===== src/tmpc_consts.svh =====
`ifndef TMPC_CONSTS_SVH
`define TMPC_CONSTS_SVH

`define TMPC_POS_W         7
`define TMPC_POS_MIN       7'h00
`define TMPC_POS_MAX       7'h63
`define TMPC_PRESET_COUNT  10
`define TMPC_CODE_W        4
`define TMPC_CODE_FULL     4'hA
`define TMPC_CODE_HOLD_LAST_POSITION_PRESET     4'hB
`define TMPC_CODE_LAST_STD 4'h9
`define TMPC_RST_PRESET    4'h0
`define TMPC_RST_POS       7'h00
`define TMPC_RST_ADDR      4'h0

`endif


===== src/tmpc_pkg.sv =====
`include "tmpc_consts.svh"

package tmpc_pkg;

    typedef logic [`TMPC_POS_W-1:0]  tmpc_pos_t;
    typedef logic [`TMPC_CODE_W-1:0] tmpc_code_t;

    typedef enum logic [1:0] {
        TMPC_MODE_LOCAL    = 2'b00,
        TMPC_MODE_REM_AUTO = 2'b01,
        TMPC_MODE_REM_MAN  = 2'b10,
        TMPC_MODE_AUTO_CTL = 2'b11
    } tmpc_mode_e;

    typedef enum logic [1:0] {
        TMPC_SEL_STD     = 2'b00,
        TMPC_SEL_FULL    = 2'b01,
        TMPC_SEL_HOLD_LAST_POSITION_PRESET    = 2'b10,
        TMPC_SEL_INVALID = 2'b11
    } tmpc_sel_e;

    typedef struct packed {
        tmpc_pos_t c1;
        tmpc_pos_t c2;
    } tmpc_pair_s;

    typedef struct packed {
        logic                                remote;
        tmpc_mode_e                          mode;
        tmpc_code_t                          entry_preset;
        logic                                rf_prev;
        logic                                tune_start;
        logic                                tune_active;
        logic                                preset_invalid;
        tmpc_pair_s                          goal;
        tmpc_pair_s                          last;
        tmpc_pair_s                          report;
        logic                                goal_en;
        tmpc_code_t                          bus_addr;
        logic                                bus_addr_valid;
        logic                                pwr_mon_oe_n;
        tmpc_pair_s [`TMPC_PRESET_COUNT-1:0] presets;
    } tmpc_state_s;

    typedef struct packed {
        logic up;
        logic dn;
        logic at_goal;
    } tmpc_mover_s;

endpackage : tmpc_pkg


===== src/tmpc_cap_mover.sv =====
`timescale 1ns/1ps
`include "tmpc_consts.svh"

module tmpc_cap_mover #(
    parameter int POS_W = `TMPC_POS_W
) (
    input  wire logic             clk,
    input  wire logic             reset_n,
    input  wire logic             enable,
    input  wire logic [POS_W-1:0] goal,
    input  wire logic [POS_W-1:0] position,
    output logic                  motor_up_q,
    output logic                  motor_dn_q,
    output logic                  at_goal_q
);

    tmpc_pkg::tmpc_mover_s s_q;
    tmpc_pkg::tmpc_mover_s s_d;

    // never both directions at once: a shorted bridge would burn the drive
    always_comb begin
        s_d.up      = enable && (position < goal);
        s_d.dn      = enable && (position > goal);
        s_d.at_goal = (position == goal);
    end

    always_ff @(posedge clk) begin
        if (!reset_n) begin
            s_q <= '0;
        end else begin
            s_q <= s_d;
        end
    end

    assign motor_up_q = s_q.up;
    assign motor_dn_q = s_q.dn;
    assign at_goal_q  = s_q.at_goal;

endmodule : tmpc_cap_mover


===== src/tmpc_top.sv =====
`timescale 1ns/1ps
`include "tmpc_consts.svh"

// Notes on behaviour
// - analog inputs used only in remote mode
// - open select gives auto, grounded gives manual
// - auto mode starts tuning on RF detect
// - remote auto starts from preset chosen before entry
// - manual set-points position capacitors proportionally
// - capacitor positions reported continuously on outputs
// - open-collector power monitor active while powered
// - switch twelve on selects automatic control
// - automatic control locks auto-tune, tunes on RF
// - RF removal moves capacitors to start point
// - start point presets 0-9, full or hold
// - switches 1-4 address, or preset under twelve
// - full-mesh preset starts both at maximum
// - hold preset starts where RF last removed
module tmpc_top #(
    parameter int POS_W        = `TMPC_POS_W,
    parameter int PRESET_COUNT = `TMPC_PRESET_COUNT
) (
    input  wire logic                    clk,
    input  wire logic                    reset_n,
    input  wire logic                    local_remote_button,
    input  wire logic                    remote_mode_command,
    input  wire logic                    tune_select_open,
    input  wire logic                    config_switch_12,
    input  wire logic [3:0]              config_switches_1_4,
    input  wire logic [3:0]              panel_preset_select,
    input  wire logic                    rf_detected,
    input  wire logic                    tune_done,
    input  wire logic [POS_W-1:0]        first_tuning_capacitor_setpoint,
    input  wire logic [POS_W-1:0]        second_tuning_capacitor_setpoint,
    input  wire logic [POS_W-1:0]        first_tuning_capacitor_position,
    input  wire logic [POS_W-1:0]        second_tuning_capacitor_position,
    input  wire logic                    preset_write,
    input  wire logic [3:0]              preset_write_index,
    input  wire logic [POS_W-1:0]        preset_write_c1,
    input  wire logic [POS_W-1:0]        preset_write_c2,
    output logic                         remote_active_q,
    output tmpc_pkg::tmpc_mode_e         mode_q,
    output logic                         tune_start_q,
    output logic                         tune_active_q,
    output logic                         preset_invalid_q,
    output logic [POS_W-1:0]             first_tuning_capacitor_report_q,
    output logic [POS_W-1:0]             second_tuning_capacitor_report_q,
    output logic [POS_W-1:0]             first_tuning_capacitor_goal_q,
    output logic [POS_W-1:0]             second_tuning_capacitor_goal_q,
    output logic                         first_tuning_capacitor_up_q,
    output logic                         first_tuning_capacitor_dn_q,
    output logic                         second_tuning_capacitor_up_q,
    output logic                         second_tuning_capacitor_dn_q,
    output logic                         capacitors_at_goal_q,
    output logic [3:0]                   bus_address_q,
    output logic                         bus_address_valid_q,
    output logic                         power_on_monitor_o_q,
    output logic                         power_on_monitor_oe_n_q
);

    tmpc_pkg::tmpc_state_s s_q;
    tmpc_pkg::tmpc_state_s s_d;

    function automatic tmpc_pkg::tmpc_sel_e decode_preset(input tmpc_pkg::tmpc_code_t code);
        if (code <= `TMPC_CODE_LAST_STD) begin
            decode_preset = tmpc_pkg::TMPC_SEL_STD;
        end else if (code == `TMPC_CODE_FULL) begin
            decode_preset = tmpc_pkg::TMPC_SEL_FULL;
        end else if (code == `TMPC_CODE_HOLD_LAST_POSITION_PRESET) begin
            decode_preset = tmpc_pkg::TMPC_SEL_HOLD_LAST_POSITION_PRESET;
        end else begin
            decode_preset = tmpc_pkg::TMPC_SEL_INVALID;
        end
    endfunction : decode_preset

    tmpc_pkg::tmpc_code_t  start_code;
    tmpc_pkg::tmpc_sel_e   start_sel;
    tmpc_pkg::tmpc_pair_s  start_pos;
    tmpc_pkg::tmpc_pair_s  feedback;
    tmpc_pkg::tmpc_mode_e  mode_next;
    logic                  auto_mode;
    logic                  rf_rise;
    logic                  rf_fall;
    logic [1:0]            at_goal;
    logic [1:0]            motor_up;
    logic [1:0]            motor_dn;

    always_comb begin
        s_d      = s_q;
        feedback = '{c1: first_tuning_capacitor_position, c2: second_tuning_capacitor_position};
        rf_rise  = rf_detected && !s_q.rf_prev;
        rf_fall  = !rf_detected && s_q.rf_prev;

        // button toggles, command only enters; both together enter
        if (remote_mode_command) begin
            s_d.remote = 1'b1;
        end else if (local_remote_button) begin
            s_d.remote = !s_q.remote;
        end
        if ((remote_mode_command || local_remote_button) && !s_q.remote) begin
            s_d.entry_preset = panel_preset_select;
        end

        if (config_switch_12) begin
            mode_next = tmpc_pkg::TMPC_MODE_AUTO_CTL;
        end else if (!s_q.remote) begin
            mode_next = tmpc_pkg::TMPC_MODE_LOCAL;
        end else if (tune_select_open) begin
            mode_next = tmpc_pkg::TMPC_MODE_REM_AUTO;
        end else begin
            mode_next = tmpc_pkg::TMPC_MODE_REM_MAN;
        end
        s_d.mode = mode_next;
        auto_mode = (mode_next == tmpc_pkg::TMPC_MODE_AUTO_CTL) ||
                    (mode_next == tmpc_pkg::TMPC_MODE_REM_AUTO);

        // switches repurposed only under automatic control
        s_d.bus_addr       = config_switch_12 ? `TMPC_RST_ADDR : config_switches_1_4;
        s_d.bus_addr_valid = !config_switch_12;
        start_code = config_switch_12 ? config_switches_1_4 : s_q.entry_preset;
        start_sel  = decode_preset(start_code);

        unique case (start_sel)
            tmpc_pkg::TMPC_SEL_STD: begin
                start_pos = s_q.presets[start_code];
            end
            tmpc_pkg::TMPC_SEL_FULL: begin
                start_pos = '{c1: `TMPC_POS_MAX, c2: `TMPC_POS_MAX};
            end
            tmpc_pkg::TMPC_SEL_HOLD_LAST_POSITION_PRESET: begin
                // on the drop edge the snapshot is not registered yet; stale value would jerk the motors
                start_pos = rf_fall ? feedback : s_q.last;
            end
            tmpc_pkg::TMPC_SEL_INVALID: begin
                start_pos = feedback;
            end
        endcase
        s_d.preset_invalid = auto_mode && (start_sel == tmpc_pkg::TMPC_SEL_INVALID);

        // snapshot taken on the RF drop feeds the hold preset
        if (rf_fall) begin
            s_d.last = feedback;
        end
        s_d.rf_prev = rf_detected;

        s_d.tune_start = auto_mode && rf_rise;
        // a fresh RF edge outranks a done left over from the previous tune
        if (auto_mode && rf_rise) begin
            s_d.tune_active = 1'b1;
        end else if (!auto_mode || !rf_detected || tune_done) begin
            s_d.tune_active = 1'b0;
        end

        // the tuning engine owns the motors while RF is on in auto
        unique case (mode_next)
            tmpc_pkg::TMPC_MODE_LOCAL: begin
                s_d.goal    = feedback;
                s_d.goal_en = 1'b0;
            end
            tmpc_pkg::TMPC_MODE_REM_MAN: begin
                s_d.goal.c1 = (first_tuning_capacitor_setpoint > `TMPC_POS_MAX) ?
                              `TMPC_POS_MAX : first_tuning_capacitor_setpoint;
                s_d.goal.c2 = (second_tuning_capacitor_setpoint > `TMPC_POS_MAX) ?
                              `TMPC_POS_MAX : second_tuning_capacitor_setpoint;
                s_d.goal_en = 1'b1;
            end
            tmpc_pkg::TMPC_MODE_REM_AUTO, tmpc_pkg::TMPC_MODE_AUTO_CTL: begin
                s_d.goal    = start_pos;
                s_d.goal_en = !rf_detected && (start_sel != tmpc_pkg::TMPC_SEL_INVALID);
            end
        endcase

        s_d.report       = feedback;
        s_d.pwr_mon_oe_n = 1'b0;

        if (preset_write && (preset_write_index < 4'(PRESET_COUNT))) begin
            s_d.presets[preset_write_index] = '{c1: preset_write_c1, c2: preset_write_c2};
        end
    end

    always_ff @(posedge clk) begin
        if (!reset_n) begin
            s_q              <= '0;
            s_q.mode         <= tmpc_pkg::TMPC_MODE_LOCAL;
            s_q.entry_preset <= `TMPC_RST_PRESET;
            s_q.pwr_mon_oe_n <= 1'b0;
        end else begin
            s_q <= s_d;
        end
    end

    generate
        for (genvar i = 0; i < 2; i++) begin : g_mover
            tmpc_cap_mover #(
                .POS_W(POS_W)
            ) u_mover (
                .clk       (clk),
                .reset_n   (reset_n),
                .enable    (s_q.goal_en),
                .goal      ((i == 0) ? s_q.goal.c1 : s_q.goal.c2),
                .position  ((i == 0) ? feedback.c1 : feedback.c2),
                .motor_up_q(motor_up[i]),
                .motor_dn_q(motor_dn[i]),
                .at_goal_q (at_goal[i])
            );
        end
    endgenerate

    assign remote_active_q                  = s_q.remote;
    assign mode_q                           = s_q.mode;
    assign tune_start_q                     = s_q.tune_start;
    assign tune_active_q                    = s_q.tune_active;
    assign preset_invalid_q                 = s_q.preset_invalid;
    assign first_tuning_capacitor_report_q  = s_q.report.c1;
    assign second_tuning_capacitor_report_q = s_q.report.c2;
    assign first_tuning_capacitor_goal_q    = s_q.goal.c1;
    assign second_tuning_capacitor_goal_q   = s_q.goal.c2;
    assign first_tuning_capacitor_up_q      = motor_up[0];
    assign first_tuning_capacitor_dn_q      = motor_dn[0];
    assign second_tuning_capacitor_up_q     = motor_up[1];
    assign second_tuning_capacitor_dn_q     = motor_dn[1];
    assign capacitors_at_goal_q             = at_goal[0] & at_goal[1];
    assign bus_address_q                    = s_q.bus_addr;
    assign bus_address_valid_q              = s_q.bus_addr_valid;
    // open collector: pin pulled low whenever powered, during reset as well as out of it
    assign power_on_monitor_o_q             = 1'b0;
    assign power_on_monitor_oe_n_q          = s_q.pwr_mon_oe_n;

endmodule : tmpc_top


===== config.mk =====
export PLATFORM = sky130hd
export DESIGN_NAME = tmpc_top
export DESIGN_NICKNAME = d
export VERILOG_FILES = /design/src/tmpc_pkg.sv /design/src/tmpc_cap_mover.sv /design/src/tmpc_top.sv
export VERILOG_INCLUDE_DIRS = /design/src
export SDC_FILE = /design/constraint.sdc
export NUM_CORES = 1
export LEC_CHECK = 0
export BUFFER_PORTS_ARGS = -buffer_cell sky130_fd_sc_hd__buf_2
export CAP_MARGIN = 25
export CORE_ASPECT_RATIO = 0.5
export CORE_UTILIZATION = 45
export CTS_CLUSTER_DIAMETER = 100
export DETAILED_ROUTE_END_ITERATION = 7
export MAX_ROUTING_LAYER = met4
export PLACE_DENSITY = 0.68
export SLEW_MARGIN = 40
export SYNTH_ARGS = -nofsm -noshare
export SYNTH_HDL_FRONTEND = slang
export SYNTH_HIERARCHICAL = 1
export SYNTH_SLANG_ARGS = --single-unit

===== constraint.sdc =====
create_clock -name clk -period 2.7 [get_ports clk]
set_clock_uncertainty 0.1 [all_clocks]
set_input_delay 0.135 -clock clk [delete_from_list [all_inputs] [get_ports clk]]
set_output_delay 0.135 -clock clk [all_outputs]
set_load 0.03 [all_outputs]

==> results by group <==
Status
  – Status: finished, final reports clean

Synth
  – Prevailing post-synth register cell: dfxtp_1
  – Synth top area share: 0.416
  – Async SR Flop Fraction: 0
  – Yosys warning count: 6
  – Sequential share of the synthesized area: 0.416
  – Cell Area, Synth: 9880 µm²
  – Synth area leaders: dfxtp_1 42%, mux2i_1 12%, nand2_1 7.1%
  – Post-synth EDFFs: 0
  – Avg Inst Size Synth: 9.17 µm²
  – Netlist cell types: 67
  – Synth Instances: 1077
  – Area leader, netlist: dfxtp_1
  – Yosys reg bits: 205

Floorplan
  – Die W: 212 µm
  – Starting Density: 0.470
  – Chip height: 107 µm
  – Top-Level Pins: 109
  – Die ar.: 22600 µm²
  – Core Box Area: 21000 µm²
  – Rows: 37

Worst setup path
  – Worst setup path startpoint: reset_n
  – Critical Path Fanout Max: 84
  – Max incr delay on CP: 0.63 ns
  – Critical path arrival: 2.78 ns
  – Worst Path Required: 3.02 ns
  – Crit end category: flop
  – CP cell instances: dlygate4sd3_1 -> buf_4 -> buf_4 -> and2_1 -> a32oi_1 -> dlygate4sd3_1 -> o211ai_1
  – Critical Path Start Type: input port
  – Worst setup path class: input port to flop
  – Critical R2R Launch: s_q[194]$_SDFFE_PN0P_
  – Slowest-stage cell, CP: buf_4

Global route
  – First-pass GRT wire length: 44100 µm
  – Largest net degree at the start of global routing: 85
  – Grt total ovfl: 0
  – Total GRT Usage: 0.259
  – Vias in the first global route: 7864
  – Initial antenna violation count: 0

Clock tree
  – Post-CTS setup buffer count: 0
  – CTS root buffer: clkbuf_16
  – Num CTS Buffers: 20
  – CTS tree: done
  – CTS H-tree lvls: 1
  – Clock buffer depth: 3
  – Clock latency on the worst-skew pair: 0.50 ns
  – Worst-path clk slew: 0.06 ns
  – Clk sink count: 205

Power and ir drop
  – Overall power: 6850 µW
  – Static leakage: 0.00455 µW
  – Worst VDD drop: 0.368 mV
  – Pwr dens: 593 nW/µm²

Placed design
  – RePlAce Congestion: 0.903
  – Dpl ws: 0.324 ns
  – DP HPWL: 19600 µm
  – IO Port Bufs: 106

Routing
  – Vias per cell: 5.53
  – Met2 Wirelength: 12400 µm
  – Met3 wire length: 2130 µm
  – Initial detailed-routing violation count: 855
  – DRC errors left: 0
  – WL met1: 13500 µm
  – Top routing layer used: met4
  – Antenna viol nets, final: 0
  – TritonRoute pass-1 iters: 5
  – Via count: 8193
  – Wire length per cell: 19.2 µm
  – DRT Wirelength: 28400 µm

STA
  – RSZ-0062 raised after global routing: false
  – Max-slew violations: 0
  – FMAX: 0.407 GHz
  – Fin crit share: 0.910
  – Setup_tns: 0 ns
  – Final Hold Fails: 0
  – Final setup viols: 0
  – Tmin final: 2.46 ns
  – Final setup margin: 0.242 ns
  – Max transition margin: 0.512
  – Hold_ws: 0.0372 ns
  – Tightest Pin Transition: 0.730 ns

Worst hold path
  – Hold Startpoint: second_tuning_capacitor_setpoint[3]
  – Worst Hold Class: input port to flop

Finish
  – Ant diodes: 0
  – NumNets Final: 1255
  – Fillers: 1883
  – Layout cell share with drive strength beyond 1: 0.157
  – Most common cell after layout, fill and taps aside: dfxtp_1
  – Highest-count cells in the layout ignoring fill and taps: 205 x dfxtp_1, 187 x nand2_1, 119 x mux2i_1, 105 x buf_2, 96 x nor2b_1
  – Final core utilization: 0.550
  – Area grow syn2layout: 17.0%

Job
  – Max-cap viol count: 0
timing repair:
action	4_1_cts	5_1_grt
hold buffers	56	0
hold endpoints to repair	177	0
resized for setup	0	0
report_power, final:
| part | total [µW] | internal (µW) | switching [µW] |
|---|---|---|---|
| combinational | 983 | 385 | 598 |
| clock | 2700 | 1540 | 1160 |
| sequential | 3170 | 3110 | 58.2 |
| total | 6850 | 5030 | 1820 |
logic make-up after synthesis:
family / Yosys count / synth area share
xor+xnor: 1 / 0.000887
other cells: 1 / 0.000380
fa+ha+maj: 14 / 0.0177
simple gates: 398 / 0.202
compound gates: 191 / 0.142
buf+inv: 133 / 0.0727
mux: 134 / 0.149
flops: 205 / 0.416
critical path: cells and delay by family:
kind	cells	cell delay, ns
buffers and inverters	4	2.14
AO/OA/AOI/OAI	2	0.17
AND/OR/NAND/NOR	1	0.32
flip-flops by register name, summed over array words and instances (netlist names), 4 cells and up:
signal                            flops
second_tuning_capacitor_goal_q        7
first_tuning_capacitor_report_q       7
first_tuning_capacitor_goal_q         7
second_tuning_capacitor_report_q      7
bus_address_q                         4
s_q                                 160
metrics by stage:
| stage | instance area, µm² | instances |
|---|---|---|
| after floorplan | 9880 | 1078 |
| after global placement | 10400 | 1392 |
| after detailed placement | 10400 | 1392 |
| after CTS | 11600 | 1482 |
| after global routing | 11600 | 1482 |
| final | 11600 | 1482 |
area by class of cell:
cell class	count	area, µm²	share of cell area
Clock buffer	32	607	0.0525
Clock inverter	2	13.8	0.00119
Inverter	21	78.8	0.00682
Multi-Input combinational cell	740	5070	0.439
Sequential cell	205	4100	0.355
Tap cell	292	365	0.0316
Timing Repair Buffer	190	1320	0.114
cells in the mapped netlist (14+ instances only):
library cell	instances
dfxtp_1	205
nand2_1	188
mux2i_1	120
nor2b_1	96
a21boi_0	66
clkbuf_1	52
buf_4	38
a21oi_1	32
nor3_1	30
and2_1	24
inv_1	21
buf_2	15
ha_1	14
final timing paths:
kind | to | slack [ns] | cells after the start
setup reg to reg | second_tuning_capacitor_goal_q[1]$_SDFF_PN0_ | 0.24 | 5
hold / removal | second_tuning_capacitor_goal_q[3]$_SDFF_PN0_ | 0.04 | 3
setup / recovery | first_tuning_capacitor_goal_q[2]$_SDFF_PN0_ | 0.24 | 7
hold reg to reg | s_q[169]$_SDFF_PN0_ | 0.36 | 2
metal layers:
metal,GRT usage,vias up
met1,0.368,3978
met3,0.0351,33
met5,-,-
li1,-,3879
met2,0.394,303
met4,0.0481,0
(Power assumes the default switching activity.)
